===== config.mk =====
export PLATFORM = sky130hd
export DESIGN_NAME = dsg_sync_gen
export DESIGN_NICKNAME = d
export VERILOG_FILES = /design/src/hw/dsg_pkg.sv /design/src/hw/dsg_sync_gen.sv /design/src/hw/dsg_sync_level.sv
export SDC_FILE = /design/constraint.sdc
export NUM_CORES = 1
export LEC_CHECK = 0
export BUFFER_PORTS_ARGS = -buffer_cell sky130_fd_sc_hd__buf_4
export CAP_MARGIN = 25
export CELL_PAD_IN_SITES_DETAIL_PLACEMENT = 1
export CELL_PAD_IN_SITES_GLOBAL_PLACEMENT = 1
export CORE_MARGIN = 1
export CORE_UTILIZATION = 53
export DETAILED_ROUTE_END_ITERATION = 12
export PLACE_DENSITY_LB_ADDON = 0.1
export SKIP_CTS_REPAIR_TIMING = 1
export SLEW_MARGIN = 20
export SYNTH_ARGS = -nofsm -noshare
export SYNTH_HDL_FRONTEND = slang
export SYNTH_SLANG_ARGS = --single-unit
export TNS_END_PERCENT = 5

===== constraint.sdc =====
create_clock -name mclk -period 7.4 [get_ports mclk]
set_input_delay 1.11 -clock mclk [delete_from_list [all_inputs] [get_ports mclk]]
set_output_delay 1.11 -clock mclk [all_outputs]
set_load 0.05 [all_outputs]

===== src/hw/dsg_pkg.sv =====
// Constants, register map and state types of the display sync pulse generator.
// Assumes a 32-bit APB register port and one clock, mclk.
`default_nettype none

package dsg_pkg;

  //////////////////////////////////////////////////////////////////////////////
  // Bus and field geometry
  localparam int          ADDR_W        = 8;
  localparam int          DATA_W        = 32;
  localparam int          POS_W         = 12;
  localparam int          POS_LO_LSB    = 0;
  localparam int          POS_HI_LSB    = 16;
  localparam int          DIV_LSB       = 12;
  localparam int          DIV_W         = 4;
  localparam int          ENABLE_BIT    = 0;
  localparam int          ST_FIELD_BIT  = 28;
  localparam int          ST_HSYNC_BIT  = 29;
  localparam int          ST_VSYNC_BIT  = 30;

  //////////////////////////////////////////////////////////////////////////////
  // Register byte offsets
  localparam logic [7:0]  OFS_HSYNC_POS = 8'h00;
  localparam logic [7:0]  OFS_F1_BEGIN  = 8'h04;
  localparam logic [7:0]  OFS_F1_END    = 8'h08;
  localparam logic [7:0]  OFS_F2_BEGIN  = 8'h0C;
  localparam logic [7:0]  OFS_F2_END    = 8'h10;
  localparam logic [7:0]  OFS_CTRL      = 8'h14;
  localparam logic [7:0]  OFS_SIZE      = 8'h18;
  localparam logic [7:0]  OFS_STATUS    = 8'h1C;

  //////////////////////////////////////////////////////////////////////////////
  // Reset values and writable-bit masks
  localparam logic [31:0] POS_RESET     = 32'h0000_0000;
  localparam logic [31:0] CTRL_RESET    = 32'h0000_1000;
  localparam logic [31:0] SIZE_RESET    = 32'h0106_0359;
  localparam logic [31:0] POS_MASK      = 32'h0FFF_0FFF;
  localparam logic [31:0] CTRL_MASK     = 32'h0000_F001;
  localparam logic [31:0] SIZE_MASK     = 32'h0FFF_0FFF;

  typedef enum logic {
    FIELD_ONE = 1'b0,
    FIELD_TWO = 1'b1
  } dsg_field_t;

  typedef struct packed {
    logic [31:0] hsync_pos;
    logic [31:0] f1_begin;
    logic [31:0] f1_end;
    logic [31:0] f2_begin;
    logic [31:0] f2_end;
    logic [31:0] ctrl;
    logic [31:0] size;
    logic [31:0] rdata;
    logic [3:0]  clk_cnt;
    logic [11:0] pixel;
    logic [11:0] line;
    dsg_field_t  field;
  } dsg_regs_t;

  typedef struct packed {
    logic level;
  } dsg_level_t;

endpackage : dsg_pkg

`default_nettype wire


===== src/hw/dsg_sync_gen.sv =====
// Display sync pulse generator: APB registers, frame counters, sync outputs.
// Assumes an APB master on mclk, and a display encoder sampling hsync/vsync.
//
// What this block does
// - hsync goes active when the pixel counter equals line_sync_begin_pixel.
// - hsync goes inactive when the pixel counter equals line_sync_end_pixel.
// - Both hsync position fields are 12-bit read/write, resetting to zero.
// - Field 1: vsync asserts at matching begin line and begin pixel.
// - Field 1: vsync deasserts at matching end line and end pixel.
// - Field 2: vsync asserts at its own begin line and pixel.
// - Field 2: vsync deasserts at its own end line and pixel.
// - Reserved bits read zero; writes to them are dropped.
// - Vsync line and pixel fields are 12-bit, range zero to FFF, reset zero.
// - Pixel counter advances once every pixel_increment_divisor clocks.
`timescale 1ns/1ps
`default_nettype none

module dsg_sync_gen (
  input  wire logic                   mclk,
  input  wire logic                   nrst,
  input  wire logic                   psel,
  input  wire logic                   penable,
  input  wire logic                   pwrite,
  input  wire logic [dsg_pkg::ADDR_W-1:0] paddr,
  input  wire logic [dsg_pkg::DATA_W-1:0] pwdata,
  input  wire logic [3:0]             pstrb,
  output logic      [dsg_pkg::DATA_W-1:0] prdata,
  output logic                        pready,
  output logic                        pslverr,
  output logic                        hsync,
  output logic                        vsync
);
  import dsg_pkg::*;

  //////////////////////////////////////////////////////////////////////////////
  // Helpers

  // Merge a write under byte strobes, then clear reserved bits
  function automatic logic [31:0] merge_write(
    input logic [31:0] old_val,
    input logic [31:0] wr_val,
    input logic [3:0]  strb,
    input logic [31:0] keep
  );
    logic [31:0] lanes;
    lanes = '0;
    for (int b = 0; b < 4; b++) begin
      lanes[b*8 +: 8] = {8{strb[b]}};
    end
    return ((old_val & ~lanes) | (wr_val & lanes)) & keep;
  endfunction

  function automatic logic is_mapped(input logic [ADDR_W-1:0] addr);
    logic hit;
    hit = 1'b0;
    if (addr == OFS_HSYNC_POS) begin
      hit = 1'b1;
    end else if (addr == OFS_F1_BEGIN) begin
      hit = 1'b1;
    end else if (addr == OFS_F1_END) begin
      hit = 1'b1;
    end else if (addr == OFS_F2_BEGIN) begin
      hit = 1'b1;
    end else if (addr == OFS_F2_END) begin
      hit = 1'b1;
    end else if (addr == OFS_CTRL) begin
      hit = 1'b1;
    end else if (addr == OFS_SIZE) begin
      hit = 1'b1;
    end else if (addr == OFS_STATUS) begin
      hit = 1'b1;
    end
    return hit;
  endfunction

  // Low 12-bit field of a position word
  function automatic logic [POS_W-1:0] lo_pos(input logic [31:0] w);
    return w[POS_LO_LSB +: POS_W];
  endfunction

  // High 12-bit field of a position word
  function automatic logic [POS_W-1:0] hi_pos(input logic [31:0] w);
    return w[POS_HI_LSB +: POS_W];
  endfunction

  //////////////////////////////////////////////////////////////////////////////
  // State

  dsg_regs_t        s;
  dsg_regs_t        next_s;

  logic             setup_phase;
  logic             access_phase;
  logic             wr_commit;
  logic             bad_access;
  logic             enabled;
  logic [DIV_W-1:0] divisor;
  logic [DIV_W-1:0] last_tick;
  logic             pixel_tick;
  logic             line_wrap;
  logic             field_wrap;
  logic [POS_W-1:0] pixel_last;
  logic [POS_W-1:0] line_last;
  logic [31:0]      vs_begin_word;
  logic [31:0]      vs_end_word;
  logic             h_begin_hit;
  logic             h_end_hit;
  logic             v_begin_hit;
  logic             v_end_hit;
  logic [31:0]      status_word;
  logic [31:0]      read_word;

  //////////////////////////////////////////////////////////////////////////////
  // APB decode

  assign setup_phase  = psel & ~penable;
  assign access_phase = psel & penable;
  // Status is read-only; writes to it or to holes are refused
  assign bad_access   = ~is_mapped(paddr) | (pwrite & (paddr == OFS_STATUS));
  assign wr_commit    = access_phase & pwrite & ~bad_access;

  // Zero wait states: every access completes in its first access cycle
  assign pready  = access_phase;
  assign pslverr = access_phase & bad_access;
  assign prdata  = s.rdata;

  //////////////////////////////////////////////////////////////////////////////
  // Counter control

  assign enabled    = s.ctrl[ENABLE_BIT];
  assign divisor    = s.ctrl[DIV_LSB +: DIV_W];
  // A divisor of zero behaves as one
  assign last_tick  = (divisor == 4'h0) ? 4'h0 : divisor - 4'h1;
  assign pixel_tick = enabled & (s.clk_cnt >= last_tick);
  assign pixel_last = lo_pos(s.size);
  assign line_last  = hi_pos(s.size);
  assign line_wrap  = pixel_tick & (s.pixel >= pixel_last);
  assign field_wrap = line_wrap & (s.line >= line_last);

  //////////////////////////////////////////////////////////////////////////////
  // Sync compares

  assign h_begin_hit = enabled & (s.pixel == lo_pos(s.hsync_pos));
  assign h_end_hit   = enabled & (s.pixel == hi_pos(s.hsync_pos));

  always_comb begin
    vs_begin_word = s.f1_begin;
    vs_end_word   = s.f1_end;
    case (s.field)
      FIELD_ONE: begin
        vs_begin_word = s.f1_begin;
        vs_end_word   = s.f1_end;
      end
      FIELD_TWO: begin
        vs_begin_word = s.f2_begin;
        vs_end_word   = s.f2_end;
      end
      default: begin
        vs_begin_word = s.f1_begin;
        vs_end_word   = s.f1_end;
      end
    endcase
  end

  // Line must match in the high field and pixel in the low field
  assign v_begin_hit = enabled
                     & (s.line  == hi_pos(vs_begin_word))
                     & (s.pixel == lo_pos(vs_begin_word));
  assign v_end_hit   = enabled
                     & (s.line  == hi_pos(vs_end_word))
                     & (s.pixel == lo_pos(vs_end_word));

  //////////////////////////////////////////////////////////////////////////////
  // Read data

  always_comb begin
    status_word = '0;
    status_word[POS_LO_LSB +: POS_W] = s.pixel;
    status_word[POS_HI_LSB +: POS_W] = s.line;
    status_word[ST_FIELD_BIT]        = (s.field == FIELD_TWO);
    status_word[ST_HSYNC_BIT]        = hsync;
    status_word[ST_VSYNC_BIT]        = vsync;
  end

  always_comb begin
    read_word = '0;
    if (paddr == OFS_HSYNC_POS) begin
      read_word = s.hsync_pos;
    end else if (paddr == OFS_F1_BEGIN) begin
      read_word = s.f1_begin;
    end else if (paddr == OFS_F1_END) begin
      read_word = s.f1_end;
    end else if (paddr == OFS_F2_BEGIN) begin
      read_word = s.f2_begin;
    end else if (paddr == OFS_F2_END) begin
      read_word = s.f2_end;
    end else if (paddr == OFS_CTRL) begin
      read_word = s.ctrl;
    end else if (paddr == OFS_SIZE) begin
      read_word = s.size;
    end else if (paddr == OFS_STATUS) begin
      read_word = status_word;
    end
  end

  //////////////////////////////////////////////////////////////////////////////
  // Next state

  always_comb begin
    next_s = s;

    // Read data is captured in the setup cycle, valid for the access cycle
    if (setup_phase) begin
      next_s.rdata = pwrite ? 32'h0000_0000 : read_word;
    end

    // Register writes; stored words never hold reserved bits
    if (wr_commit) begin
      if (paddr == OFS_HSYNC_POS) begin
        next_s.hsync_pos = merge_write(s.hsync_pos, pwdata, pstrb, POS_MASK);
      end else if (paddr == OFS_F1_BEGIN) begin
        next_s.f1_begin = merge_write(s.f1_begin, pwdata, pstrb, POS_MASK);
      end else if (paddr == OFS_F1_END) begin
        next_s.f1_end = merge_write(s.f1_end, pwdata, pstrb, POS_MASK);
      end else if (paddr == OFS_F2_BEGIN) begin
        next_s.f2_begin = merge_write(s.f2_begin, pwdata, pstrb, POS_MASK);
      end else if (paddr == OFS_F2_END) begin
        next_s.f2_end = merge_write(s.f2_end, pwdata, pstrb, POS_MASK);
      end else if (paddr == OFS_CTRL) begin
        next_s.ctrl = merge_write(s.ctrl, pwdata, pstrb, CTRL_MASK);
      end else if (paddr == OFS_SIZE) begin
        next_s.size = merge_write(s.size, pwdata, pstrb, SIZE_MASK);
      end
    end

    // Frame counters; stopped and cleared while disabled
    if (!enabled) begin
      next_s.clk_cnt = 4'h0;
      next_s.pixel   = 12'h000;
      next_s.line    = 12'h000;
      next_s.field   = FIELD_ONE;
    end else if (pixel_tick) begin
      next_s.clk_cnt = 4'h0;
      if (line_wrap) begin
        next_s.pixel = 12'h000;
        if (field_wrap) begin
          next_s.line  = 12'h000;
          next_s.field = (s.field == FIELD_ONE) ? FIELD_TWO : FIELD_ONE;
        end else begin
          next_s.line = s.line + 12'h001;
        end
      end else begin
        next_s.pixel = s.pixel + 12'h001;
      end
    end else begin
      next_s.clk_cnt = s.clk_cnt + 4'h1;
    end
  end

  always_ff @(posedge mclk or negedge nrst) begin
    if (!nrst) begin
      s           <= '0;
      s.hsync_pos <= POS_RESET;
      s.f1_begin  <= POS_RESET;
      s.f1_end    <= POS_RESET;
      s.f2_begin  <= POS_RESET;
      s.f2_end    <= POS_RESET;
      s.ctrl      <= CTRL_RESET;
      s.size      <= SIZE_RESET;
      s.field     <= FIELD_ONE;
    end else begin
      s <= next_s;
    end
  end

  //////////////////////////////////////////////////////////////////////////////
  // Sync outputs

  dsg_sync_level u_hsync (
    .mclk      (mclk),
    .nrst      (nrst),
    .enable    (enabled),
    .begin_hit (h_begin_hit),
    .end_hit   (h_end_hit),
    .level     (hsync)
  );

  dsg_sync_level u_vsync (
    .mclk      (mclk),
    .nrst      (nrst),
    .enable    (enabled),
    .begin_hit (v_begin_hit),
    .end_hit   (v_end_hit),
    .level     (vsync)
  );

endmodule // dsg_sync_gen

`default_nettype wire


===== src/hw/dsg_sync_level.sv =====
// One sync output: a level set by a begin match and cleared by an end match.
// Assumes begin and end hits are synchronous to mclk.
`timescale 1ns/1ps
`default_nettype none

module dsg_sync_level (
  input  wire logic mclk,
  input  wire logic nrst,
  input  wire logic enable,
  input  wire logic begin_hit,
  input  wire logic end_hit,
  output logic      level
);
  import dsg_pkg::*;

  dsg_level_t s;
  dsg_level_t next_s;

  always_comb begin
    next_s = s;
    if (!enable) begin
      next_s.level = 1'b0;
    end else if (begin_hit) begin
      next_s.level = 1'b1;
    end else if (end_hit) begin
      next_s.level = 1'b0;
    end
    // Otherwise the level is held between matches
  end

  always_ff @(posedge mclk or negedge nrst) begin
    if (!nrst) begin
      s <= '0;
    end else begin
      s <= next_s;
    end
  end

  assign level = s.level;

endmodule // dsg_sync_level

`default_nettype wire

# Yosys cells after proc, flatten, opt, wreduce, memory -nomap -nowiden
# Index checks and enable logic that the tools add are counted.
dict set report word_totals {
  register_bits 212
  inputBits 49
  output_inout_bits 36
}
dict set report op_classes {
  n_addsub 4
  n_lt_le_gt_ge 3
  n_eq_ne 18
  muxes 34
  n_bitwise 42
  n_reduce_logical 11
}
# cell count
set op_table {}
lappend op_table {{31-bit 2-to-1 mux} 8}
lappend op_table {{28-bit AND} 7}
lappend op_table {{28-bit OR} 6}
lappend op_table {{28-bit case mux with 2 select lines} 2}
lappend op_table {{12-bit == test} 6}
lappend op_table {{8-bit by 5-bit == test with 1-bit output (second input constant)} 4}
lappend op_table {{32-bit 2-to-1 mux} 1}
lappend op_table {{29-bit 2-to-1 mux} 1}
lappend op_table {{28-bit NOT} 1}
lappend op_table {{25-bit 2-to-1 mux} 1}
lappend op_table {{12-bit by 1-bit adder with 12-bit output (second input constant)} 2}
lappend op_table {{12-bit greater-or-equal comparator} 2}
lappend op_table {{12-bit 2-to-1 mux} 2}
lappend op_table {{16-bit AND} 1}
lappend op_table {{8-bit by 4-bit == test with 1-bit output (second input constant)} 2}
lappend op_table {{1-bit 2-to-1 mux} 16}
lappend op_table {{16-bit OR} 1}
lappend op_table {{1-bit AND} 15}
lappend op_table {{13-bit 2-to-1 mux} 1}
lappend op_table {{1-bit NOT} 10}
lappend op_table {{8-bit by 3-bit == test with 1-bit output (second input constant)} 1}
lappend op_table {{8-bit logical NOT} 1}
lappend op_table {{4-bit 2-to-1 mux} 2}
lappend op_table {{8-bit AND reduction} 1}
lappend op_table {{13 further kinds} 18}

# Longest topological paths before layout
dict set report depth {
  ltp_word 14
  ltp_mapped 10
  mapped_depth_nobuf 9
}

# By module
# Synthesis repeated with hierarchy kept, for this count alone.
dict set report hier_totals {
  hier_cells 1128
  hier_area_um2 12251.8
}
# mod n_inst cells_each area_each_um2 seq_area_each_um2
set by_module_without_submodules {}
lappend by_module_without_submodules {dsg_sync_gen 1 1122 12159.2 5242.5}
lappend by_module_without_submodules {dsg_sync_level 2 3 46.3 25.0}

# Worst setup path before layout
# OpenSTA, ideal clock, no wires.
dict set report synth_timing {
  path_kind {input to output}
  startpoint {input paddr[2] (netlist name)}
  endpoint {output pslverr}
  arrival_ps 2522
  t_required_ps 6290
  slack_ps 3768
  cell_stages 5
  path_cell_list {and2_1 > clkbuf_1 > clkbuf_1 > a31oi_1 > nor2b_1}
}
dict set report synth_via {
  elab_chain_len 12
  elab_cells_between_ends 20
  classes_between {eq/ne: 7; mux: 8; bitwise: 4; reduce/logical: 1}
}
# item line
set synth_lines {}
lappend synth_lines {{start: declaration} dsg_sync_gen.sv:24} ;# input wire logic [dsg_pkg::ADDR_W-1:0] paddr,
lappend synth_lines {{8-bit by 5-bit == test with 1-bit output} {dsg_sync_gen.sv:70, dsg_sync_gen.sv:119}}
lappend synth_lines {{1-bit 2-to-1 mux} dsg_sync_gen.sv:70} ;# end else if (addr == OFS_STATUS) begin
lappend synth_lines {{1-bit 2-to-1 mux} dsg_sync_gen.sv:68} ;# end else if (addr == OFS_SIZE) begin
lappend synth_lines {{1-bit 2-to-1 mux} dsg_sync_gen.sv:66} ;# end else if (addr == OFS_CTRL) begin
lappend synth_lines {{1-bit 2-to-1 mux} dsg_sync_gen.sv:64} ;# end else if (addr == OFS_F2_END) begin
lappend synth_lines {{1-bit 2-to-1 mux} dsg_sync_gen.sv:62} ;# end else if (addr == OFS_F2_BEGIN) begin
lappend synth_lines {{1-bit 2-to-1 mux} dsg_sync_gen.sv:60} ;# end else if (addr == OFS_F1_END) begin
lappend synth_lines {{1-bit 2-to-1 mux} dsg_sync_gen.sv:58} ;# end else if (addr == OFS_F1_BEGIN) begin
lappend synth_lines {{1-bit 2-to-1 mux} dsg_sync_gen.sv:56} ;# if (addr == OFS_HSYNC_POS) begin
lappend synth_lines {{1-bit NOT} dsg_sync_gen.sv:119} ;# assign bad_access = ~is_mapped(paddr) | (pwrite & (paddr == OFS_STATUS));
lappend synth_lines {{1-bit OR (*)} dsg_sync_gen.sv:119}
lappend synth_lines {{1-bit AND (*)} dsg_sync_gen.sv:124} ;# assign pslverr = access_phase & bad_access;
lappend synth_lines {{end: declaration} dsg_sync_gen.sv:29} ;# output logic pslverr,
# Every way passes the cells marked *; elsewhere a longest branch is shown, timed or not.

# Worst setup path after layout
dict set report layout_timing {
  startpoint {input paddr[3] (netlist name)}
  endpoint {output pslverr}
}
# The elaborated chain is that of the path after synthesis.

==> results.cfg <==
[run_status]
status = completed

[route]
drtIter0Drc = 768
drc = 0
antenna_left = 0
detail_route.first_pass.iterations = 4
vias = 9071
routed_via_density = 6.41
wl_per_cell_um = 26.6
routed_wirelength_um = 37600

[die]
die_h_um = 153
dieArea_um2 = 23600
die_width_um = 153
io_pins = 85
initial_utilization = 0.539
row_count = 55
coreArea_um2 = 22600

[sta]
finalMaxSlewViolations = 0
period_minus_slack_ns = 3.82
finalSetupTns_ns = 0
rsz0062_at_grt = no
min_period_over_period = 0.517
slew_headroom = 0.296
fmax_ghz = 0.261
finalClockSkew_ns = 0.0217
setup_viol = 0
hold_viol = 0
worst_pin_slew_ns = 1.05

[power_and_ir_drop]
leakage_nw = 6.60
max-vdd-ir-drop_v = 0.000152
power.density_nw_per_um2 = 186

[setup_path]
cpPeakStageDelay_ns = 0.76
arrival_ns = 2.71
crit_chain = buf_4 -> and2_1 -> a31oi_1 -> nor2b_1 -> buf_4
path_class = input pin to primary output
crit_fanout = 23
r2r_cells = 7
r2r_end = u_vsync.level
worstPathRequired_ns = 6.29
cp_slowest_cell = and2_1
crit_path_end_kind = primary output
crit_path_start_kind = input pin
reg2reg_from = s[0]
crit_top_cell = buf_4
cp-endpoint = pslverr
critPathBufInv = 2
crit_cells = 5
critPathLaunch = paddr[3]
r2r_setup_slack_ns = 4.04
crit_family = simple AND/OR/NAND/NOR gates

[finish]
area_growth_pct = 11.5
nNetsFinal = 1193
fin_area_um2 = 13600
fill_cells = 2313
diodes = 0
utilization = 0.601
regArea_um2 = 5290
layout-drive-gt1-share = 0.306
multiInputGateArea_um2 = 6220

[clocking]
worstSkewPairLatency_ns = 0.55
cts_sinks = 211
cts_buffers = 24
tritoncts = yes
clk_pin_slew_worst_paths_ns = 0.06
cts_buffer_depth = 3
h-tree-depth = 1
clockRootBuffer = clkbuf_16

[logic_synthesis]
post-synth-top-area-cell = dfrtp_1
ys.flop_type = dfrtp_1
yosys.cell_types.count = 71
ys_seq_elements = 211
syn-cell-area_um2 = 12200
synth.most_common_cell = dfrtp_1
postSynthAreaPerCell_um2 = 11.2
ys_seq_area_frac = 0.435
syn-num-nets = 1169
syn_inst = 1089
synth_edf_count = 0
synth_top_area_frac = 0.414
netlist_top_cells_count = dfrtp_1, mux2_2, nand2_1
yosys-top-cells-area = dfrtp_1, mux2_2, mux2i_1
yosys_warnings = 0
async_flop_share = 1.00

[placement]
gp_congestion = 0.866
placed_area_um2 = 12700
port_buffers = 79
place_hpwl_um = 26000

[grt]
grt_remaining_overflow = 0
grt_usage = 0.328
grt_pass1_vias = 9458
antenna_found_initial = 0
grt_max_degree = 74
grt_first_pass_wirelength_um = 58500

[job]
cap_violations = 0

[min_path]
min_path_type = flop to flop
==> cell usage in the layout, fill, tap and decap left out, drive strengths merged, types with 11 or more instances in the layout <==
cell | Yosys | layout
mux2i | 64 | 64
and2 | 11 | 11
o21ai | 32 | 32
a221oi | 20 | 20
a22oi | 12 | 12
a22o | 21 | 21
nand3 | 18 | 18
nor4 | 13 | 13
ha | 31 | 31
xnor2 | 53 | 53
nor2 | 54 | 54
mux2 | 162 | 162
dfrtp | 201 | 201
xor2 | 28 | 28
inv | 28 | 28
clkbuf | 39 | 36
nand2 | 77 | 77
o221ai | 11 | 11
nand2b | 20 | 20
buf | 59 | 96
a21oi | 19 | 19
nand4 | 13 | 13
==> worst register-to-register path, stage by stage (launching register included) <==
cell and delay [ns]:
dfrtp_2 0.89, buf_4 0.64, mux2i_1 0.35, xnor2_1 0.14
nor4_1 0.55, nand4_1 0.15, o311ai_0 0.36, o21ai_0 0.14
==> how the worst min path moves through the flow <==
stage / endpoint / slack (ns) / startpoint / cells past startpoint
2_1_floorplan: prdata[26] / 0.44 / prdata[26] / 2
6_report: prdata[23] / 0.48 / prdata[23] / 2
3_3_place_gp: prdata[26] / 0.46 / prdata[26] / 2
3_5_place_dp: prdata[26] / 0.48 / prdata[26] / 2
4_1_cts: prdata[26] / 0.49 / prdata[26] / 2
5_1_grt: prdata[1] / 0.51 / prdata[1] / 2
==> through the flow <==
step           power, mW  hold WS (ns)  setup slack, ns  std cells
3_3_place_gp        1.33         0.461             3.40       1368
3_5_place_dp        1.34         0.477             3.29       1368
5_1_grt             2.60         0.514             3.50       1415
6_report            2.53         0.484             3.58       1415
4_1_cts             2.54         0.491             3.58       1411
2_1_floorplan       1.26         0.444             3.77       1089
==> layer usage <==
| layer | track usage | part of all wire | up-vias |
|---|---|---|---|
| met5 | 0 | 0 | - |
| met3 | 0.0454 | 0.062 | 45 |
| met2 | 0.515 | 0.46 | 311 |
| met4 | 0.0824 | 0.019 | 0 |
| li1 | - | - | 3953 |
| met1 | 0.480 | 0.46 | 4762 |
==> cells by family after synthesis <==
kind of cell,count (synthesis),share of synthesized area
and+or+nand+nor,239,0.102
buffers and inverters,126,0.0534
AOI/OAI and AO/OA,166,0.101
xor gates and xnor gates,81,0.0583
adders and majority gates,31,0.0319
muxes,234,0.217
DFF,211,0.435
other,1,0.000308
==> report_power, final <==
| part | total (mW) | internal (mW) | switching (mW) |
|---|---|---|---|
| sequential | 1.17 | 1.16 | 0.0145 |
| clock | 1.20 | 0.711 | 0.494 |
| combinational | 0.151 | 0.0551 | 0.0962 |
| total | 2.53 | 1.92 | 0.604 |
==> final cells by class <==
type                    count  share of cell area
repair buffers             96              0.0581
multi-input cells         752               0.459
flip-flops and latches    211               0.390
inverters                  28             0.00775
well taps                 285              0.0263
clock buffers              36              0.0535
clock inverters             7             0.00544
Note: power is estimated with default switching activity, not from simulation.
